## config.mk

```make
export PLATFORM = sky130hd
export DESIGN_NAME = mio_port_ctrl
export DESIGN_NICKNAME = d
export VERILOG_FILES = /design/src/include/mio_pkg.sv /design/src/core/mio_pin_port.sv /design/src/core/mio_port_ctrl.sv
export SDC_FILE = /design/constraint.sdc
export NUM_CORES = 1
export LEC_CHECK = 0
export ABC_AREA = 1
export BUFFER_PORTS_ARGS = -buffer_cell sky130_fd_sc_hd__buf_2
export CORE_MARGIN = 3
export CORE_UTILIZATION = 40
export CTS_CLUSTER_DIAMETER = 40
export DETAILED_ROUTE_END_ITERATION = 12
export PLACE_DENSITY = 0.69
export SYNTH_ARGS = -nofsm -noshare
export SYNTH_HDL_FRONTEND = slang
export SYNTH_SLANG_ARGS = --single-unit
```

## constraint.sdc

```tcl
create_clock -name core_clk -period 1.66 [get_ports core_clk]
set_input_delay 0.166 -clock core_clk [delete_from_list [all_inputs] [get_ports core_clk]]
set_output_delay 0.166 -clock core_clk [all_outputs]
set_load 0.005 [all_outputs]
```

## src/include/mio_pkg.sv

```systemverilog
// Constants, bus-type codes and the output source enumeration of the multimode I/O port block
`default_nettype none
package mio_pkg;
    localparam int PORT_W = 8;
    localparam int PORTD_W = 3;
    localparam int NUM_PORTS = 4;
    // Register selectors on the host register port
    localparam logic [2:0] SEL_CONTROL = 3'h0;
    localparam logic [2:0] SEL_DIRECTION = 3'h1;
    localparam logic [2:0] SEL_DRIVE = 3'h2;
    localparam logic [2:0] SEL_DATA_OUT = 3'h3;
    localparam logic [2:0] SEL_DATA_IN = 3'h4;
    localparam logic [7:0] REG_RESET = 8'h00;
    localparam logic [7:0] PORTD_MASK = 8'h07;
    // Nonvolatile host bus type
    localparam logic [1:0] BUS_MUX8 = 2'h0;
    localparam logic [1:0] BUS_NONMUX8 = 2'h1;
    localparam logic [1:0] BUS_PAGED = 2'h2;
    localparam logic [1:0] BUS_MUX8_HI = 2'h3;
    typedef enum logic [2:0] {
        MIO_SRC_DATA_OUT,
        MIO_SRC_ADDRESS,
        MIO_SRC_MACROCELL,
        MIO_SRC_CHIP_SELECT,
        MIO_SRC_HOST_DATA
    } mio_src_t;
endpackage
`default_nettype wire

```

## src/core/mio_pin_port.sv

```systemverilog
// One I/O port: per-pin output mux, enable and data-in read path
`default_nettype none
module mio_pin_port #(
    parameter int W = 8
) (
    input wire logic core_clk,
    input wire logic rst,
    input wire logic [W-1:0] control,
    input wire logic [W-1:0] direction,
    input wire logic [W-1:0] data_out,
    input wire logic [W-1:0] latched_address,
    input wire logic [W-1:0] macrocell_out,
    input wire logic [W-1:0] chip_select_out,
    input wire logic [W-1:0] host_data,
    input wire logic [W-1:0] oe_term,
    input wire logic [W-1:0] logic_array_pin,
    input wire logic [W-1:0] chip_select_pin,
    input wire logic [W-1:0] pin_in,
    input wire logic gpio_disable,
    input wire logic bus_drive,
    input wire logic bus_enable,
    output logic [W-1:0] pin_out,
    output logic [W-1:0] pin_oe,
    output logic [W-1:0] data_in
);
    import mio_pkg::*;
    logic [W-1:0] next_out;
    logic [W-1:0] next_oe;

    always_comb begin
        for (int i = 0; i < W; i++) begin
            if (bus_enable) begin
                next_out[i] = host_data[i];
                next_oe[i] = bus_drive;
            end else if (gpio_disable) begin
                next_out[i] = 1'b0;
                next_oe[i] = 1'b0;
            end else if (chip_select_pin[i]) begin
                next_out[i] = chip_select_out[i];
                next_oe[i] = oe_term[i] | direction[i];
            end else if (logic_array_pin[i]) begin
                next_out[i] = macrocell_out[i];
                next_oe[i] = oe_term[i] | direction[i];
            end else if (control[i]) begin
                next_out[i] = latched_address[i];
                next_oe[i] = oe_term[i] | (control[i] & direction[i]);
            end else begin
                next_out[i] = data_out[i];
                next_oe[i] = oe_term[i] | direction[i];
            end
        end
    end

    always_ff @(posedge core_clk) begin
        if (rst) begin
            pin_out <= '0;
            pin_oe <= '0;
        end else begin
            pin_out <= next_out;
            pin_oe <= next_oe;
        end
    end

    always_ff @(posedge core_clk) begin
        if (rst) begin
            data_in <= '0;
        end else begin
            data_in <= pin_in;
        end
    end
endmodule
`default_nettype wire

```

## src/core/mio_port_ctrl.sv

```systemverilog
// Top of the four-port multimode I/O block: registers, address latch and port instances
`default_nettype none
module mio_port_ctrl (
    input wire logic core_clk,
    input wire logic rst,
    // Host register port
    input wire logic host_wr,
    input wire logic host_rd,
    input wire logic [1:0] host_port,
    input wire logic [2:0] host_sel,
    input wire logic [7:0] host_wdata,
    output logic [7:0] host_rdata,
    // Host bus
    input wire logic address_strobe,
    input wire logic [15:0] host_addr,
    input wire logic [7:0] host_bus_data,
    input wire logic host_bus_read,
    // Nonvolatile configuration
    input wire logic [1:0] cfg_bus_type,
    input wire logic cfg_data_port,
    input wire logic [7:0] cfg_logic_array_a,
    input wire logic [7:0] cfg_logic_array_b,
    input wire logic [7:0] cfg_logic_array_c,
    input wire logic [2:0] cfg_logic_array_d,
    input wire logic [2:0] cfg_chip_select_d,
    input wire logic [7:0] cfg_address_in_a,
    input wire logic [7:0] cfg_address_in_b,
    input wire logic [7:0] cfg_address_in_c,
    input wire logic [2:0] cfg_address_in_d,
    input wire logic cfg_test_port,
    // Memory mode register bit and select terms
    input wire logic peripheral_mode_enable_bit,
    input wire logic peripheral_select_0,
    input wire logic peripheral_select_1,
    input wire logic test_port_select_input,
    input wire logic test_port_enable_bit,
    // Logic array
    input wire logic [7:0] macrocell_group_first,
    input wire logic [7:0] macrocell_group_second,
    input wire logic [2:0] decode_chip_select,
    input wire logic [7:0] oe_term_a,
    input wire logic [7:0] oe_term_b,
    input wire logic [7:0] oe_term_c,
    input wire logic [2:0] oe_term_d,
    // Pins
    input wire logic [7:0] pin_in_a,
    input wire logic [7:0] pin_in_b,
    input wire logic [7:0] pin_in_c,
    input wire logic [2:0] pin_in_d,
    output logic [7:0] pin_out_a,
    output logic [7:0] pin_out_b,
    output logic [7:0] pin_out_c,
    output logic [2:0] pin_out_d,
    output logic [7:0] pin_oe_a,
    output logic [7:0] pin_oe_b,
    output logic [7:0] pin_oe_c,
    output logic [2:0] pin_oe_d,
    // Input macrocells and drive settings
    output logic [7:0] address_in_a,
    output logic [7:0] address_in_b,
    output logic [7:0] address_in_c,
    output logic [2:0] address_in_d,
    output logic [7:0] drive_a,
    output logic [7:0] drive_b,
    output logic [7:0] drive_c,
    output logic [2:0] drive_d,
    output logic test_port_active
);
    import mio_pkg::*;
    logic [7:0] control [2];
    logic [7:0] direction [4];
    logic [7:0] data_out [4];
    logic [7:0] addr_latch;
    logic [7:0] addr_a;
    logic [7:0] addr_b;
    logic [7:0] data_in_a;
    logic [7:0] data_in_b;
    logic [7:0] data_in_c;
    logic [2:0] data_in_d;
    logic [7:0] dir_c;
    logic [7:0] dir_d;
    logic port_a_bus_drive;
    logic periph_on;
    logic periph_sel;
    logic [7:0] next_rdata;

    // Register writes, captured on the host strobe
    always_ff @(posedge core_clk) begin
        if (rst) begin
            control[0] <= REG_RESET;
            control[1] <= REG_RESET;
            for (int p = 0; p < NUM_PORTS; p++) begin
                direction[p] <= REG_RESET;
                data_out[p] <= REG_RESET;
            end
        end else if (host_wr) begin
            if (host_sel == SEL_CONTROL && host_port < 2'd2) begin
                control[host_port[0]] <= host_wdata;
            end else if (host_sel == SEL_DIRECTION) begin
                direction[host_port] <= (host_port == 2'd3) ? (host_wdata & PORTD_MASK) : host_wdata;
            end else if (host_sel == SEL_DATA_OUT) begin
                data_out[host_port] <= (host_port == 2'd3) ? (host_wdata & PORTD_MASK) : host_wdata;
            end
        end
    end

    // Drive select registers
    always_ff @(posedge core_clk) begin
        if (rst) begin
            drive_a <= REG_RESET;
            drive_b <= REG_RESET;
            drive_c <= REG_RESET;
            drive_d <= REG_RESET[2:0];
        end else if (host_wr && host_sel == SEL_DRIVE) begin
            if (host_port == 2'd0) begin
                drive_a <= host_wdata;
            end else if (host_port == 2'd1) begin
                drive_b <= host_wdata;
            end else if (host_port == 2'd2) begin
                drive_c <= host_wdata;
            end else begin
                drive_d <= host_wdata[2:0];
            end
        end
    end

    // Low address byte latch on the strobe
    always_ff @(posedge core_clk) begin
        if (rst) begin
            addr_latch <= '0;
        end else begin
            if (address_strobe) begin
                addr_latch <= (cfg_bus_type == BUS_NONMUX8) ? host_addr[7:0] : host_bus_data;
            end
        end
    end

    // Address output assignment per bus type
    always_comb begin
        if (cfg_bus_type == BUS_NONMUX8) begin
            addr_a = '0;
            addr_b = host_addr[7:0];
        end else if (cfg_bus_type == BUS_PAGED) begin
            addr_a = '0;
            addr_b = host_addr[15:8];
        end else if (cfg_bus_type == BUS_MUX8_HI) begin
            addr_a = {addr_latch[7:4], 4'h0};
            addr_b = {4'h0, host_addr[11:8]};
        end else begin
            addr_a = addr_latch;
            addr_b = addr_latch;
        end
    end

    // Input macrocells latch address inputs on the strobe
    always_ff @(posedge core_clk) begin
        if (rst) begin
            address_in_a <= '0;
            address_in_b <= '0;
            address_in_c <= '0;
            address_in_d <= '0;
        end else if (address_strobe) begin
            address_in_a <= pin_in_a & cfg_address_in_a;
            address_in_b <= pin_in_b & cfg_address_in_b;
            address_in_c <= pin_in_c & cfg_address_in_c;
            address_in_d <= pin_in_d & cfg_address_in_d;
        end
    end

    assign periph_on = peripheral_mode_enable_bit & ~cfg_data_port;
    assign periph_sel = peripheral_select_0 | peripheral_select_1;
    assign port_a_bus_drive = cfg_data_port ? host_bus_read : (periph_sel & host_bus_read);
    assign dir_c = direction[2];
    assign dir_d = direction[3];

    always_ff @(posedge core_clk) begin
        if (rst) begin
            test_port_active <= 1'b0;
        end else begin
            test_port_active <= test_port_select_input | cfg_test_port | test_port_enable_bit;
        end
    end

    mio_pin_port #(.W(PORT_W)) u_port_a (
        .core_clk(core_clk),
        .rst(rst),
        .control(control[0]),
        .direction(direction[0]),
        .data_out(data_out[0]),
        .latched_address(addr_a),
        .macrocell_out(macrocell_group_first),
        .chip_select_out(8'h00),
        .host_data(host_bus_data),
        .oe_term(oe_term_a),
        .logic_array_pin(cfg_logic_array_a),
        .chip_select_pin(8'h00),
        .pin_in(pin_in_a),
        .gpio_disable(cfg_data_port),
        .bus_drive(port_a_bus_drive),
        .bus_enable(cfg_data_port | periph_on),
        .pin_out(pin_out_a),
        .pin_oe(pin_oe_a),
        .data_in(data_in_a)
    );

    mio_pin_port #(.W(PORT_W)) u_port_b (
        .core_clk(core_clk),
        .rst(rst),
        .control(control[1]),
        .direction(direction[1]),
        .data_out(data_out[1]),
        .latched_address(addr_b),
        .macrocell_out(macrocell_group_first),
        .chip_select_out(8'h00),
        .host_data(8'h00),
        .oe_term(oe_term_b),
        .logic_array_pin(cfg_logic_array_b),
        .chip_select_pin(8'h00),
        .pin_in(pin_in_b),
        .gpio_disable(1'b0),
        .bus_drive(1'b0),
        .bus_enable(1'b0),
        .pin_out(pin_out_b),
        .pin_oe(pin_oe_b),
        .data_in(data_in_b)
    );

    mio_pin_port #(.W(PORT_W)) u_port_c (
        .core_clk(core_clk),
        .rst(rst),
        .control(8'h00),
        .direction(dir_c),
        .data_out(data_out[2]),
        .latched_address(8'h00),
        .macrocell_out(macrocell_group_second),
        .chip_select_out(8'h00),
        .host_data(8'h00),
        .oe_term(oe_term_c),
        .logic_array_pin(cfg_logic_array_c),
        .chip_select_pin(8'h00),
        .pin_in(pin_in_c),
        .gpio_disable(1'b0),
        .bus_drive(1'b0),
        .bus_enable(1'b0),
        .pin_out(pin_out_c),
        .pin_oe(pin_oe_c),
        .data_in(data_in_c)
    );

    mio_pin_port #(.W(PORTD_W)) u_port_d (
        .core_clk(core_clk),
        .rst(rst),
        .control(3'h0),
        .direction(dir_d[2:0]),
        .data_out(data_out[3][2:0]),
        .latched_address(3'h0),
        .macrocell_out(3'h0),
        .chip_select_out(decode_chip_select),
        .host_data(3'h0),
        .oe_term(oe_term_d),
        .logic_array_pin(cfg_logic_array_d),
        .chip_select_pin(cfg_chip_select_d),
        .pin_in(pin_in_d),
        .gpio_disable(1'b0),
        .bus_drive(1'b0),
        .bus_enable(1'b0),
        .pin_out(pin_out_d),
        .pin_oe(pin_oe_d),
        .data_in(data_in_d)
    );

    // Read path: register contents or sampled pin levels
    always_comb begin
        next_rdata = 8'h00;
        if (host_sel == SEL_CONTROL) begin
            next_rdata = (host_port < 2'd2) ? control[host_port[0]] : 8'h00;
        end else if (host_sel == SEL_DIRECTION) begin
            next_rdata = direction[host_port];
        end else if (host_sel == SEL_DATA_OUT) begin
            next_rdata = data_out[host_port];
        end else if (host_sel == SEL_DRIVE) begin
            if (host_port == 2'd0) begin
                next_rdata = drive_a;
            end else if (host_port == 2'd1) begin
                next_rdata = drive_b;
            end else if (host_port == 2'd2) begin
                next_rdata = drive_c;
            end else begin
                next_rdata = {5'h00, drive_d};
            end
        end else if (host_sel == SEL_DATA_IN) begin
            if (host_port == 2'd0) begin
                next_rdata = cfg_data_port ? 8'h00 : data_in_a;
            end else if (host_port == 2'd1) begin
                next_rdata = data_in_b;
            end else if (host_port == 2'd2) begin
                next_rdata = data_in_c;
            end else begin
                next_rdata = {5'h00, data_in_d};
            end
        end
    end

    always_ff @(posedge core_clk) begin
        if (rst) begin
            host_rdata <= 8'h00;
        end else if (host_rd) begin
            host_rdata <= next_rdata;
        end
    end
endmodule
`default_nettype wire

```

; Word level (Yosys, flattened, before mapping)
; Memories as Yosys holds them, arrays and structs flattened.
; Cells that the tools add are included.
; Widths: inputs -> output; s select.
[totals]
regBits = 152
ram_bits = 80
input_bits = 182
wordCells = 279
n_memories = 3
[classes]
n_lt_le_gt_ge = 1
eq_ne = 10
n_mux = 158
n_bitwise = 73
n_reduce_logical = 11
[memory_table]
columns = name, words, width, rd, rd_ports_with_merged_regs, write_ports, line_no
row1 = data_out, 4, 8, 5, 0, 4, mio_port_ctrl.sv:72  ; logic [7:0] data_out [4];
row2 = direction, 4, 8, 5, 0, 4, mio_port_ctrl.sv:71  ; logic [7:0] direction [4];
row3 = control, 2, 8, 3, 0, 2, mio_port_ctrl.sv:70  ; logic [7:0] control [2];
[ops]
columns = operator, count
row1 = $mux 8, 23
row2 = $mux 1, 132
row3 = $or 1x1->1, 47
row4 = $and 8x8->8, 3
row5 = $reduce_or 8->1, 3
row6 = $and 1x1->1, 18
row7 = $eq 2x2->1 const B, 4
row8 = $reduce_and 4->1, 2
row9 = $eq 3x2->1 const B, 2
row10 = $eq 2x1->1 const B, 2
row11 = $mux 2, 2
row12 = $mux 4, 1
row13 = $not 1->1, 4
row14 = $and 3x3->3, 1
row15 = $eq 3x1->1 const B, 1
row16 = $eq 3x3->1 const B, 1
row17 = $logic_not 3->1, 1
row18 = $reduce_and 3->1, 1
row19 = $logic_and 1x1->1, 2
row20 = $logic_not 2->1, 1
row21 = $lt 2x2->1 const B, 1
row22 = $reduce_and 2->1, 1

; Depth between registers and ports, before layout
; Gate-level depths: netlist (run 1).
[logic_depth]
word_depth = 9
ltp_mapped = 14
mapped_depth_nobuf = 10

; Cells and area by module
; From an unflattened synthesis (run 1), not the netlist that was laid out.
[unflattened]
cells_unflattened = 1493
area_unflattened_um2 = 11279.6
[by_module_without_submodules]
columns = module, n_inst, cells_each, area_per_inst_um2, seq_area_each_um2
row1 = mio_port_ctrl, 1, 904, 7247.0, 3823.7
row2 = mio_pin_port at u_port_a ..., 3, 174, 1193.6, 480.5
row3 = mio_pin_port at u_port_d, 1, 67, 451.7, 180.2

; Worst setup path before layout (run 1)
; No wires, ideal clock.
[synth_timing]
path_kind = input to register
from = in host_port[0]
to = reg host_rdata[0]
arrival_time_ns = 1.702
setup_slack_ns = -0.159
stages = 13
cell_sequence = buf_2 inv_2 buf_2 ha_1 buf_4 clkinv_1 buf_2 a21oi_1 nor2_1 nand2_1 nand4_1 nor2_1 nor2_1
[synth_between]
elab_chain_cells = 9
[synth_lines]
columns = item, line_no
row1 = start: declaration, mio_port_ctrl.sv:9  ; input wire logic [1:0] host_port,
row2 = $eq 2x2->1, "mio_port_ctrl.sv:286, mio_port_ctrl.sv:296"
row3 = $mux 8, mio_port_ctrl.sv:296  ; end else if (host_port == 2'd2) begin
row4 = $mux 8, mio_port_ctrl.sv:294  ; end else if (host_port == 2'd1) begin
row5 = $mux 8, mio_port_ctrl.sv:292  ; if (host_port == 2'd0) begin
row6 = $mux 8, mio_port_ctrl.sv:291  ; end else if (host_sel == SEL_DATA_IN) begin
row7 = $mux 8, mio_port_ctrl.sv:281  ; end else if (host_sel == SEL_DRIVE) begin
row8 = $mux 8, mio_port_ctrl.sv:279  ; end else if (host_sel == SEL_DATA_OUT) begin
row9 = $mux 8, mio_port_ctrl.sv:277  ; end else if (host_sel == SEL_DIRECTION) begin
row10 = $mux 8 *, mio_port_ctrl.sv:275  ; if (host_sel == SEL_CONTROL) begin
row11 = end signal: assignment, mio_port_ctrl.sv:308  ; host_rdata <= next_rdata;
row12 = end: declaration, mio_port_ctrl.sv:12  ; output logic [7:0] host_rdata,
; Mark *: on every way between the ends. The rest lies on a longest branch, timed or not.
; A chain may end at the register's enable or synchronous reset.

==> metrics.md, run 1 <==
| Metric | Value |
|---|---|
| Result of the run | completed |
| Worst path arrival time | 1.97 ns |
| Area contributors post-synth | sky130_fd_sc_hd__dfxtp_1 (31%), sky130_fd_sc_hd__edfxtp_1 (25%), sky130_fd_sc_hd__nand2_1 (9.3%) |
| Type of the tightest min-delay check | input port to register |
| Library cell with the highest instance count after synthesis | sky130_fd_sc_hd__nand2_1 |
| Horizontal die dimension | 162 microns |
| Residual antenna-violating net count after detailed routing | 0 |
| Syn-to-layout area delta | 49.7% |
| Register-to-register setup slack | 0.10 ns |
| Share of synthesized flip-flops with an asynchronous set or reset | 0% |
| Clock sink count | 232 |
| DR DRC count | 0 |
| Cell at the root of the clock tree | sky130_fd_sc_hd__clkbuf_16 |
| First-pass GRT wire length | 54100 microns |
| Worst Min Path Start | macrocell_group_first[5] |
| Sequential share of the synthesized area | 55.7% |
| Clock latency of the later-clocked register in the worst-skew pair | 0.51 ns |
| Average routed wire per standard cell | 17.0 microns |
| Std-Cell Rows | 56 |
| Fin Clk Skew | 0.0126 ns |
| Final Cycle Share | 94.9% |
| Post-route minimum period | 1.58 ns |
| Total core area | 23800 sq um |
| Synth cell count leaders | sky130_fd_sc_hd__nand2_1 (242), sky130_fd_sc_hd__nor2_1 (199), sky130_fd_sc_hd__dfxtp_1 (152) |
| Die ar. | 26400 sq um |
| Number of DRC markers in iteration 0 | 907 |
| Total nets after synthesis | 1406 |
| Mean Syn Cell Area | 8.01 sq um |
| CTS tree | built |
| Maximum net fanout on the critical path | 33 |
| Number of cells on the worst hold path | 3 |
| Effective utilization at floorplan | 41.2% |
| Relative slew slack | 62.2% |
| Pin count of the biggest net entering global routing | 55 |
| Setup ws final | 0.0845 ns |
| Worst endpoint required time | 2.05 ns |
| Global-route total usage across every layer | 25.9% |
| Initial antenna violation count | 2 |
| Slew of the pin with the lowest slew margin | 0.566 ns |
| Buffers inserted during post-CTS setup optimization | 0 |
| Via Count | 10300 |
| Number of buffers added by the clock tree synthesis step | 37 |
| Count of boundary I/O pins | 299 |
| Worst setup SP type | input port |
| Pwr Density | 1090 nW/um^2 |
| Net total in the final layout | 1884 |
| Number of placed cells counting well taps | 1824 |
| Unrepaired setup endpoints after global routing | false |
| Buffer depth of the longest clock path | 3 |
| Leading register cell type out of synthesis | sky130_fd_sc_hd__dfxtp_1 |
| Portion of synthesized cell area occupied by the leading cell type | 31.1% |
| Worst-path clk slew | 0.05 ns |
| Vias in the first global route | 10500 |
| Routability congestion estimate from global placement | 0.855 |
| Post-Route Hold Slack | 0.0256 ns |
| Number of I/O port buffers | 298 |
| Detailed placer's ending HPWL | 23900 microns |
| Startpoint of the worst-slack reg-to-reg timing path | data_out[0][7] |
| Post-place setup slack | 0.00368 ns |
| Cell taking the most area after synthesis | sky130_fd_sc_hd__dfxtp_1 |
| Nature of the critical path endpoint | register |
| # Max-Cap Violations | 0 |
| Leakage dissipation | 6.91 nW |
| Fin Setup TNS | 0 ns |
| Synth Warn # | 0 |
| Setup violators final | 0 |
| Fin. max-slew vios | 0 |
| Fraction of final layout cells with drive strength greater than 1 | 25.0% |
| Max Clock Freq | 635 MHz |
| Worst flop-to-flop path endpoint | u_port_a.pin_out[7] |
| Cell area after synthesis | 9780 sq um |
| Register-to-Register Path Depth | 5 |
| Router iterations before antenna repair | 8 |
| Vias per cell | 5.03 |
| Overall overflow remaining after global route | 0 |
| Register bit count reported by yosys | 232 |
| Largest vdd supply drop | 0.734 mV |
| Syn Inst Count | 1220 |
| Routed wire length | 34800 microns |
| Level count of the clock H-tree | 2 |
| Final hold violation count | 0 |
| Vertical die dimension | 162 microns |
| Final cell count without fillers | 2047 |
| Number of distinct library cells after synthesis | 29 |
| Endpoint of the worst hold-timing path | u_port_a.pin_out[5] |
| Number of enable flip-flop cells after synthesis | 80 |
| Critical Setup Path Class | input port to register |
[final cells by class]
| cell class | count | area (sq um) |
|---|---|---|
| antenna | 2 | 5.00 |
| fill | 2012 | 9110 |
| sequential | 232 | 5450 |
| timing repair buffer | 496 | 3410 |
| multi-input combinational | 804 | 3620 |
| clock buffer | 44 | 1030 |
| clock inverter | 23 | 248 |
| tap | 319 | 399 |
| inverter | 127 | 482 |
[sequential cells by signal, summed over array words and instances, names as in the netlist, 8 cells and up]
register,flops
u_port_c.data_in,8
addr_latch,8
data_out,32
drive_a,8
direction,32
host_rdata,8
drive_b,8
u_port_b.pin_oe,8
control,16
address_in_c,8
u_port_b.data_in,8
u_port_a.data_in,8
address_in_b,8
u_port_b.pin_out,8
u_port_a.pin_out,8
drive_c,8
u_port_c.pin_out,8
u_port_c.pin_oe,8
u_port_a.pin_oe,8
address_in_a,8
[cells in the final DEF, fill, tap and decap left out, drive strengths merged]
| cell type | n |
|---|---|
| nor3 | 17 |
| buf | 342 |
| clkinvlp | 2 |
| nor4 | 1 |
| diode | 2 |
| a31oi | 12 |
| nand4 | 8 |
| nand3b | 3 |
| clkbuf | 44 |
| ha | 4 |
| o21ai | 119 |
| nand3 | 54 |
| nand2 | 248 |
| nor2 | 205 |
| dlygate4sd3 | 154 |
| a41oi | 2 |
| edfxtp | 80 |
| o22ai | 4 |
| inv | 134 |
| clkinv | 11 |
| o311ai | 1 |
| dfxtp | 152 |
| bufinv | 3 |
| o211ai | 7 |
| a21oi | 119 |
[power breakdown]
part	internal (mW)	total (mW)	switching, mW
registers	6.20	6.36	0.159
logic	0.820	1.76	0.940
clock network	4.97	7.80	2.82
total	12.0	15.9	3.92
[worst max-delay path: stages]
cell,delay (ns)
sky130_fd_sc_hd__buf_2,0.17
sky130_fd_sc_hd__buf_12,0.22
sky130_fd_sc_hd__clkinv_2,0.30
sky130_fd_sc_hd__buf_4,0.32
sky130_fd_sc_hd__o21ai_0,0.13
sky130_fd_sc_hd__a21oi_1,0.07
sky130_fd_sc_hd__dlygate4sd3_1,0.57
[how the worst max path moves through the flow]
| stage | startpoint | end | cells past startpoint |
|---|---|---|---|
| floorplan | host_port[0] | drive_b[5] | 9 |
| global placement | host_port[1] | host_rdata[5] | 12 |
| detailed placement | cfg_bus_type[0] | addr_latch[4] | 6 |
| CTS | cfg_bus_type[0] | addr_latch[2] | 7 |
| global route | rst | u_port_b.pin_out[6] | 7 |
| finish | rst | u_port_b.pin_out[6] | 7 |
[through the flow]
step | total power [mW] | cell area, sq um | util (%)
after global routing | 16.5 | 14600 | 61.6
after global placement | 7.88 | 11800 | 49.7
after floorplan | 7.13 | 9790 | -
after detailed placement | 7.90 | 11800 | 49.7
final | 15.9 | 14600 | 61.6
after CTS | 16.0 | 14700 | 61.9
[kinds of logic (layout without fill, tap and decap cells)]
logic type               after synthesis  in the layout  synth area share [%]
AND/OR/NAND/NOR                      536            536                  22.4
AO/OA/AOI/OAI                        264            264                  14.0
flip-flops                           232            232                  55.7
buffers and inverters                184            690                  7.34
adder cells (fa/ha/maj)                4              4                 0.512
other                                  0              2                     0
[layer usage]
layer	share of wire (%)	vias up	global-route usage, %
li1	-	4974	-
met2	49	473	45.1
met4	2.3	2	7.64
met5	0.037	-	0
met3	8.1	64	5.42
met1	40	4781	32.5
[repair_timing]
item                       in CTS  in global routing
hold buffers                  161                  0
setup endpoints to repair       0                 18
resized for setup               0                  3
hold endpoints to repair      124                  0
Note: power is estimated with default switching activity, not from simulation.
==> inputs of run 2 (changes only) <==
--- a/config.mk
+++ b/config.mk
@@ -11,7 +11,7 @@
 export CORE_UTILIZATION = 40
 export CTS_CLUSTER_DIAMETER = 40
 export DETAILED_ROUTE_END_ITERATION = 12
-export PLACE_DENSITY = 0.69
+export PLACE_DENSITY = 0.67
 export SYNTH_ARGS = -nofsm -noshare
 export SYNTH_HDL_FRONTEND = slang
 export SYNTH_SLANG_ARGS = --single-unit
==> constraint.sdc (replaced) <==
create_clock -name core_clk -period 1.5 [get_ports core_clk]
set_input_delay 0.15 -clock core_clk [delete_from_list [all_inputs] [get_ports core_clk]]
set_output_delay 0.15 -clock core_clk [all_outputs]
set_load 0.005 [all_outputs]
==> run 2 against run 1 <==
  * Clock skew rose by 0.0069 ns
  * Combinational power up 16%
  * Critical path depth is 4 lower
  * Flip-flop and latch count unchanged
  * Total power rose by 12%
  * Clock power rose by 13%
  * Count of clock-buffer cells in the layout is 5 lower
  * Largest cell class unchanged
==> metrics.md, run 2 (synthesis gave the netlist of run 1 again) <==
| Metric | Value |
|---|---|
| Result of the run | completed (unchanged) |
| Final Util | 63.4% (was 61.6%) |
| Power after layout | 17.9 mW (was 15.9 mW) |
| Via Count | 10300 (about the same) |
| Max Clock Freq | 743 MHz |
| Footprint of the multi-input gates | 3630 sq um (was 3620 sq um) |
| Register area | 5450 sq um (unchanged) |
| Slew of the pin with the lowest slew margin | 0.860 ns (was 0.566 ns) |
| Number of cells on the worst hold path | 3 (unchanged) |
| Register-to-register setup slack | 0.15 ns (was 0.10 ns) |
| Nature of the critical path endpoint | register (unchanged) |
| Global-route total usage across every layer | 25.5% (was 25.9%) |
| Buffer depth of the longest clock path | 3 (unchanged) |
| Effective utilization at floorplan | 41.2% (unchanged) |
| Post-place setup slack | -0.212 ns (was 0.00368 ns) |
| Post-CTS sizing | 0 (unchanged) |
| DR DRC count | 0 (unchanged) |
| Post-Route Hold Slack | 0.0231 ns (was 0.0256 ns) |
| Unrepaired setup endpoints after global routing | false (unchanged) |
| Initial antenna violation count | 4 (was 2) |
| Horizontal die dimension | 162 microns (unchanged) |
| Worst-path clk slew | 0.06 ns (was 0.05 ns) |
| Largest vdd supply drop | 0.726 mV (was 0.734 mV) |
| Net total in the final layout | 1911 (was 1884) |
| Critical Setup Path Class | register to register (was input port to register) |
| Number of buffers added by the clock tree synthesis step | 36 (was 37) |
| Final cell count without fillers | 2073 (was 2047) |
| Cell at the root of the clock tree | sky130_fd_sc_hd__clkbuf_16 (unchanged) |
| Most used cells in the layout excluding fill and tap cells | sky130_fd_sc_hd__buf_2 (298), sky130_fd_sc_hd__nand2_1 (242), sky130_fd_sc_hd__nor2_1 (199) (was sky130_fd_sc_hd__buf_2 (298), sky130_fd_sc_hd__nand2_1 (242), sky130_fd_sc_hd__nor2_1 (198)) |
| Clock latency of the later-clocked register in the worst-skew pair | 0.52 ns (was 0.51 ns) |
| Total core area | 23800 sq um (unchanged) |
| First-pass GRT wire length | 53600 microns (was 54100 microns) |
| Vertical die dimension | 162 microns (unchanged) |
| CTS tree | built (unchanged) |
| Buffers inserted during post-CTS setup optimization | 0 (unchanged) |
| Final Cycle Share | 89.8% |
| Number of DRC markers in iteration 0 | 850 (was 907) |
| Registers with the most flip-flops | data_out (32), direction (32), control (16) (unchanged) |
| Capturing instance or port of the critical path | u_port_c.pin_out[7] (was u_port_b.pin_out[6]) |
| Worst path arrival time | 1.75 ns (was 1.97 ns) |
| Worst endpoint required time | 1.90 ns (was 2.05 ns) |
| Worst setup SP type | register (was input port) |
| Worst flop-to-flop path endpoint | u_port_c.pin_out[7] (was u_port_a.pin_out[7]) |
| Vias per cell | 4.95 (was 5.03) |
| Vias in the first global route | 10400 (was 10500) |
| Fin Clk Skew | 0.0195 ns (was 0.0126 ns) |
| Maximum net fanout on the critical path | 2 (was 33) |
| Register-to-Register Path Depth | 3 (was 5) |
| Pwr Density | 1190 nW/um^2 (was 1090 nW/um^2) |
| Clock sink count | 232 (unchanged) |
| Setup violators final | 0 (unchanged) |
| Residual antenna-violating net count after detailed routing | 0 (unchanged) |
| # Max-Cap Violations | 0 (unchanged) |
| Router iterations before antenna repair | 5 (was 8) |
| Fraction of final layout cells with drive strength greater than 1 | 25.9% (was 25.0%) |
| Routed wire length | 34600 microns (was 34800 microns) |
| Number of placed cells counting well taps | 1847 (was 1824) |
| Final hold violation count | 0 (unchanged) |
| Syn-to-layout area delta | 54.0% (was 49.7%) |
| Overall overflow remaining after global route | 0 (unchanged) |
| Leakage dissipation | 7.06 nW (was 6.91 nW) |
| Count of boundary I/O pins | 299 (unchanged) |
| Source of the critical timing path | data_out[2][7] (was rst) |
| Pin count of the biggest net entering global routing | 62 (was 55) |
| Std-Cell Rows | 56 (unchanged) |
| Layout filler cell count | 1983 (was 2012) |
| Detailed placer's ending HPWL | 23800 microns (was 23900 microns) |
| Die ar. | 26400 sq um (unchanged) |
| Startpoint of the worst-slack reg-to-reg timing path | data_out[2][7] (was data_out[0][7]) |
| Post-route minimum period | 1.35 ns |
| Fin. max-slew vios | 0 (unchanged) |
| Hold Buf Count CTS | 159 (was 161) |
| Number of I/O port buffers | 298 (unchanged) |
| Level count of the clock H-tree | 2 (unchanged) |
| Routability congestion estimate from global placement | 0.864 (was 0.855) |
| Type of the tightest min-delay check | input port to register (unchanged) |
| Setup ws final | 0.153 ns (was 0.0845 ns) |
| Average routed wire per standard cell | 16.7 microns (was 17.0 microns) |
| Relative slew slack | 42.4% (was 62.2%) |
| Most frequent standard cell in the layout excluding fill and tap cells | sky130_fd_sc_hd__buf_2 (unchanged) |
## run 2: cell types whose count changed in the layout (fill, tap and decap cells not counted), moves of 2 or more
| cell | previous run | this run |
|---|---|---|
| sky130_fd_sc_hd__clkinv_2 | 8 | 3 |
| sky130_fd_sc_hd__nor2_2 | 6 | 3 |
| sky130_fd_sc_hd__inv_8 | 4 | 2 |
| sky130_fd_sc_hd__clkbuf_16 | 40 | 37 |
| sky130_fd_sc_hd__buf_12 | 4 | 17 |
| sky130_fd_sc_hd__buf_4 | 40 | 50 |
| sky130_fd_sc_hd__clkinv_4 | 3 | 6 |
| sky130_fd_sc_hd__clkinv_8 | 0 | 4 |
| sky130_fd_sc_hd__bufinv_16 | 3 | 5 |
| sky130_fd_sc_hd__dlygate4sd3_1 | 154 | 159 |
| sky130_fd_sc_hd__nor2_4 | 1 | 3 |
## run 2: metal layers
| layer | part of all wire, % | track usage (%) |
|---|---|---|
| met2 | 48 | 43.5 |
| met1 | 42 | 32.9 |
| met3 | 7.6 | 5.06 |
| met5 | 0.13 | 0 |
| met4 | 2.7 | 7.72 |
## run 2: final cells by class
| cell class | instances | area share (%) |
|---|---|---|
| Tap cell | 319 | 2.65 |
| Sequential cell | 232 | 36.2 |
| Timing Repair Buffer | 524 | 25.2 |
| Antenna cell | 1 | 0.0166 |
| Clock inverter | 27 | 2.39 |
| Clock buffer | 39 | 6.20 |
| Multi-Input combinational cell | 804 | 24.1 |
| Inverter | 127 | 3.23 |
## run 2: critical path, stage by stage (launching register included)
cell and delay, ns:
sky130_fd_sc_hd__edfxtp_1 0.44, sky130_fd_sc_hd__o21ai_0 0.18, sky130_fd_sc_hd__a21oi_1 0.06, sky130_fd_sc_hd__dlygate4sd3_1 0.55
## run 2: stage by stage
| step | area, sq um | setup TNS, ns |
|---|---|---|
| 2_1_floorplan | 9840 | 0 |
| 3_3_place_gp | 12200 | -0.986 |
| 3_5_place_dp | 12200 | -2.40 |
| 4_1_cts | 15100 | 0 |
| 5_1_grt | 15100 | 0 |
| 6_report | 15100 | 0 |
## run 2: worst min path at each step
stage / end / slack (ns) / from
detailed placement: u_port_c.pin_out[6] / 0.34 / cfg_logic_array_c[6]
floorplan: u_port_c.pin_out[0] / 0.24 / cfg_logic_array_c[0]
global placement: u_port_c.pin_out[3] / 0.34 / cfg_logic_array_c[3]
global route: drive_a[5] / 0.03 / host_wdata[5]
finish: drive_a[7] / 0.02 / host_wdata[7]
CTS: drive_a[7] / 0.0009 / host_wdata[7]
## run 2: where the power goes
part | switching (mW) | internal, mW | total (mW)
combinational | 1.05 | 0.988 | 2.04
clock | 3.26 | 5.52 | 8.78
sequential | 0.177 | 6.86 | 7.03
total | 4.49 | 13.4 | 17.9
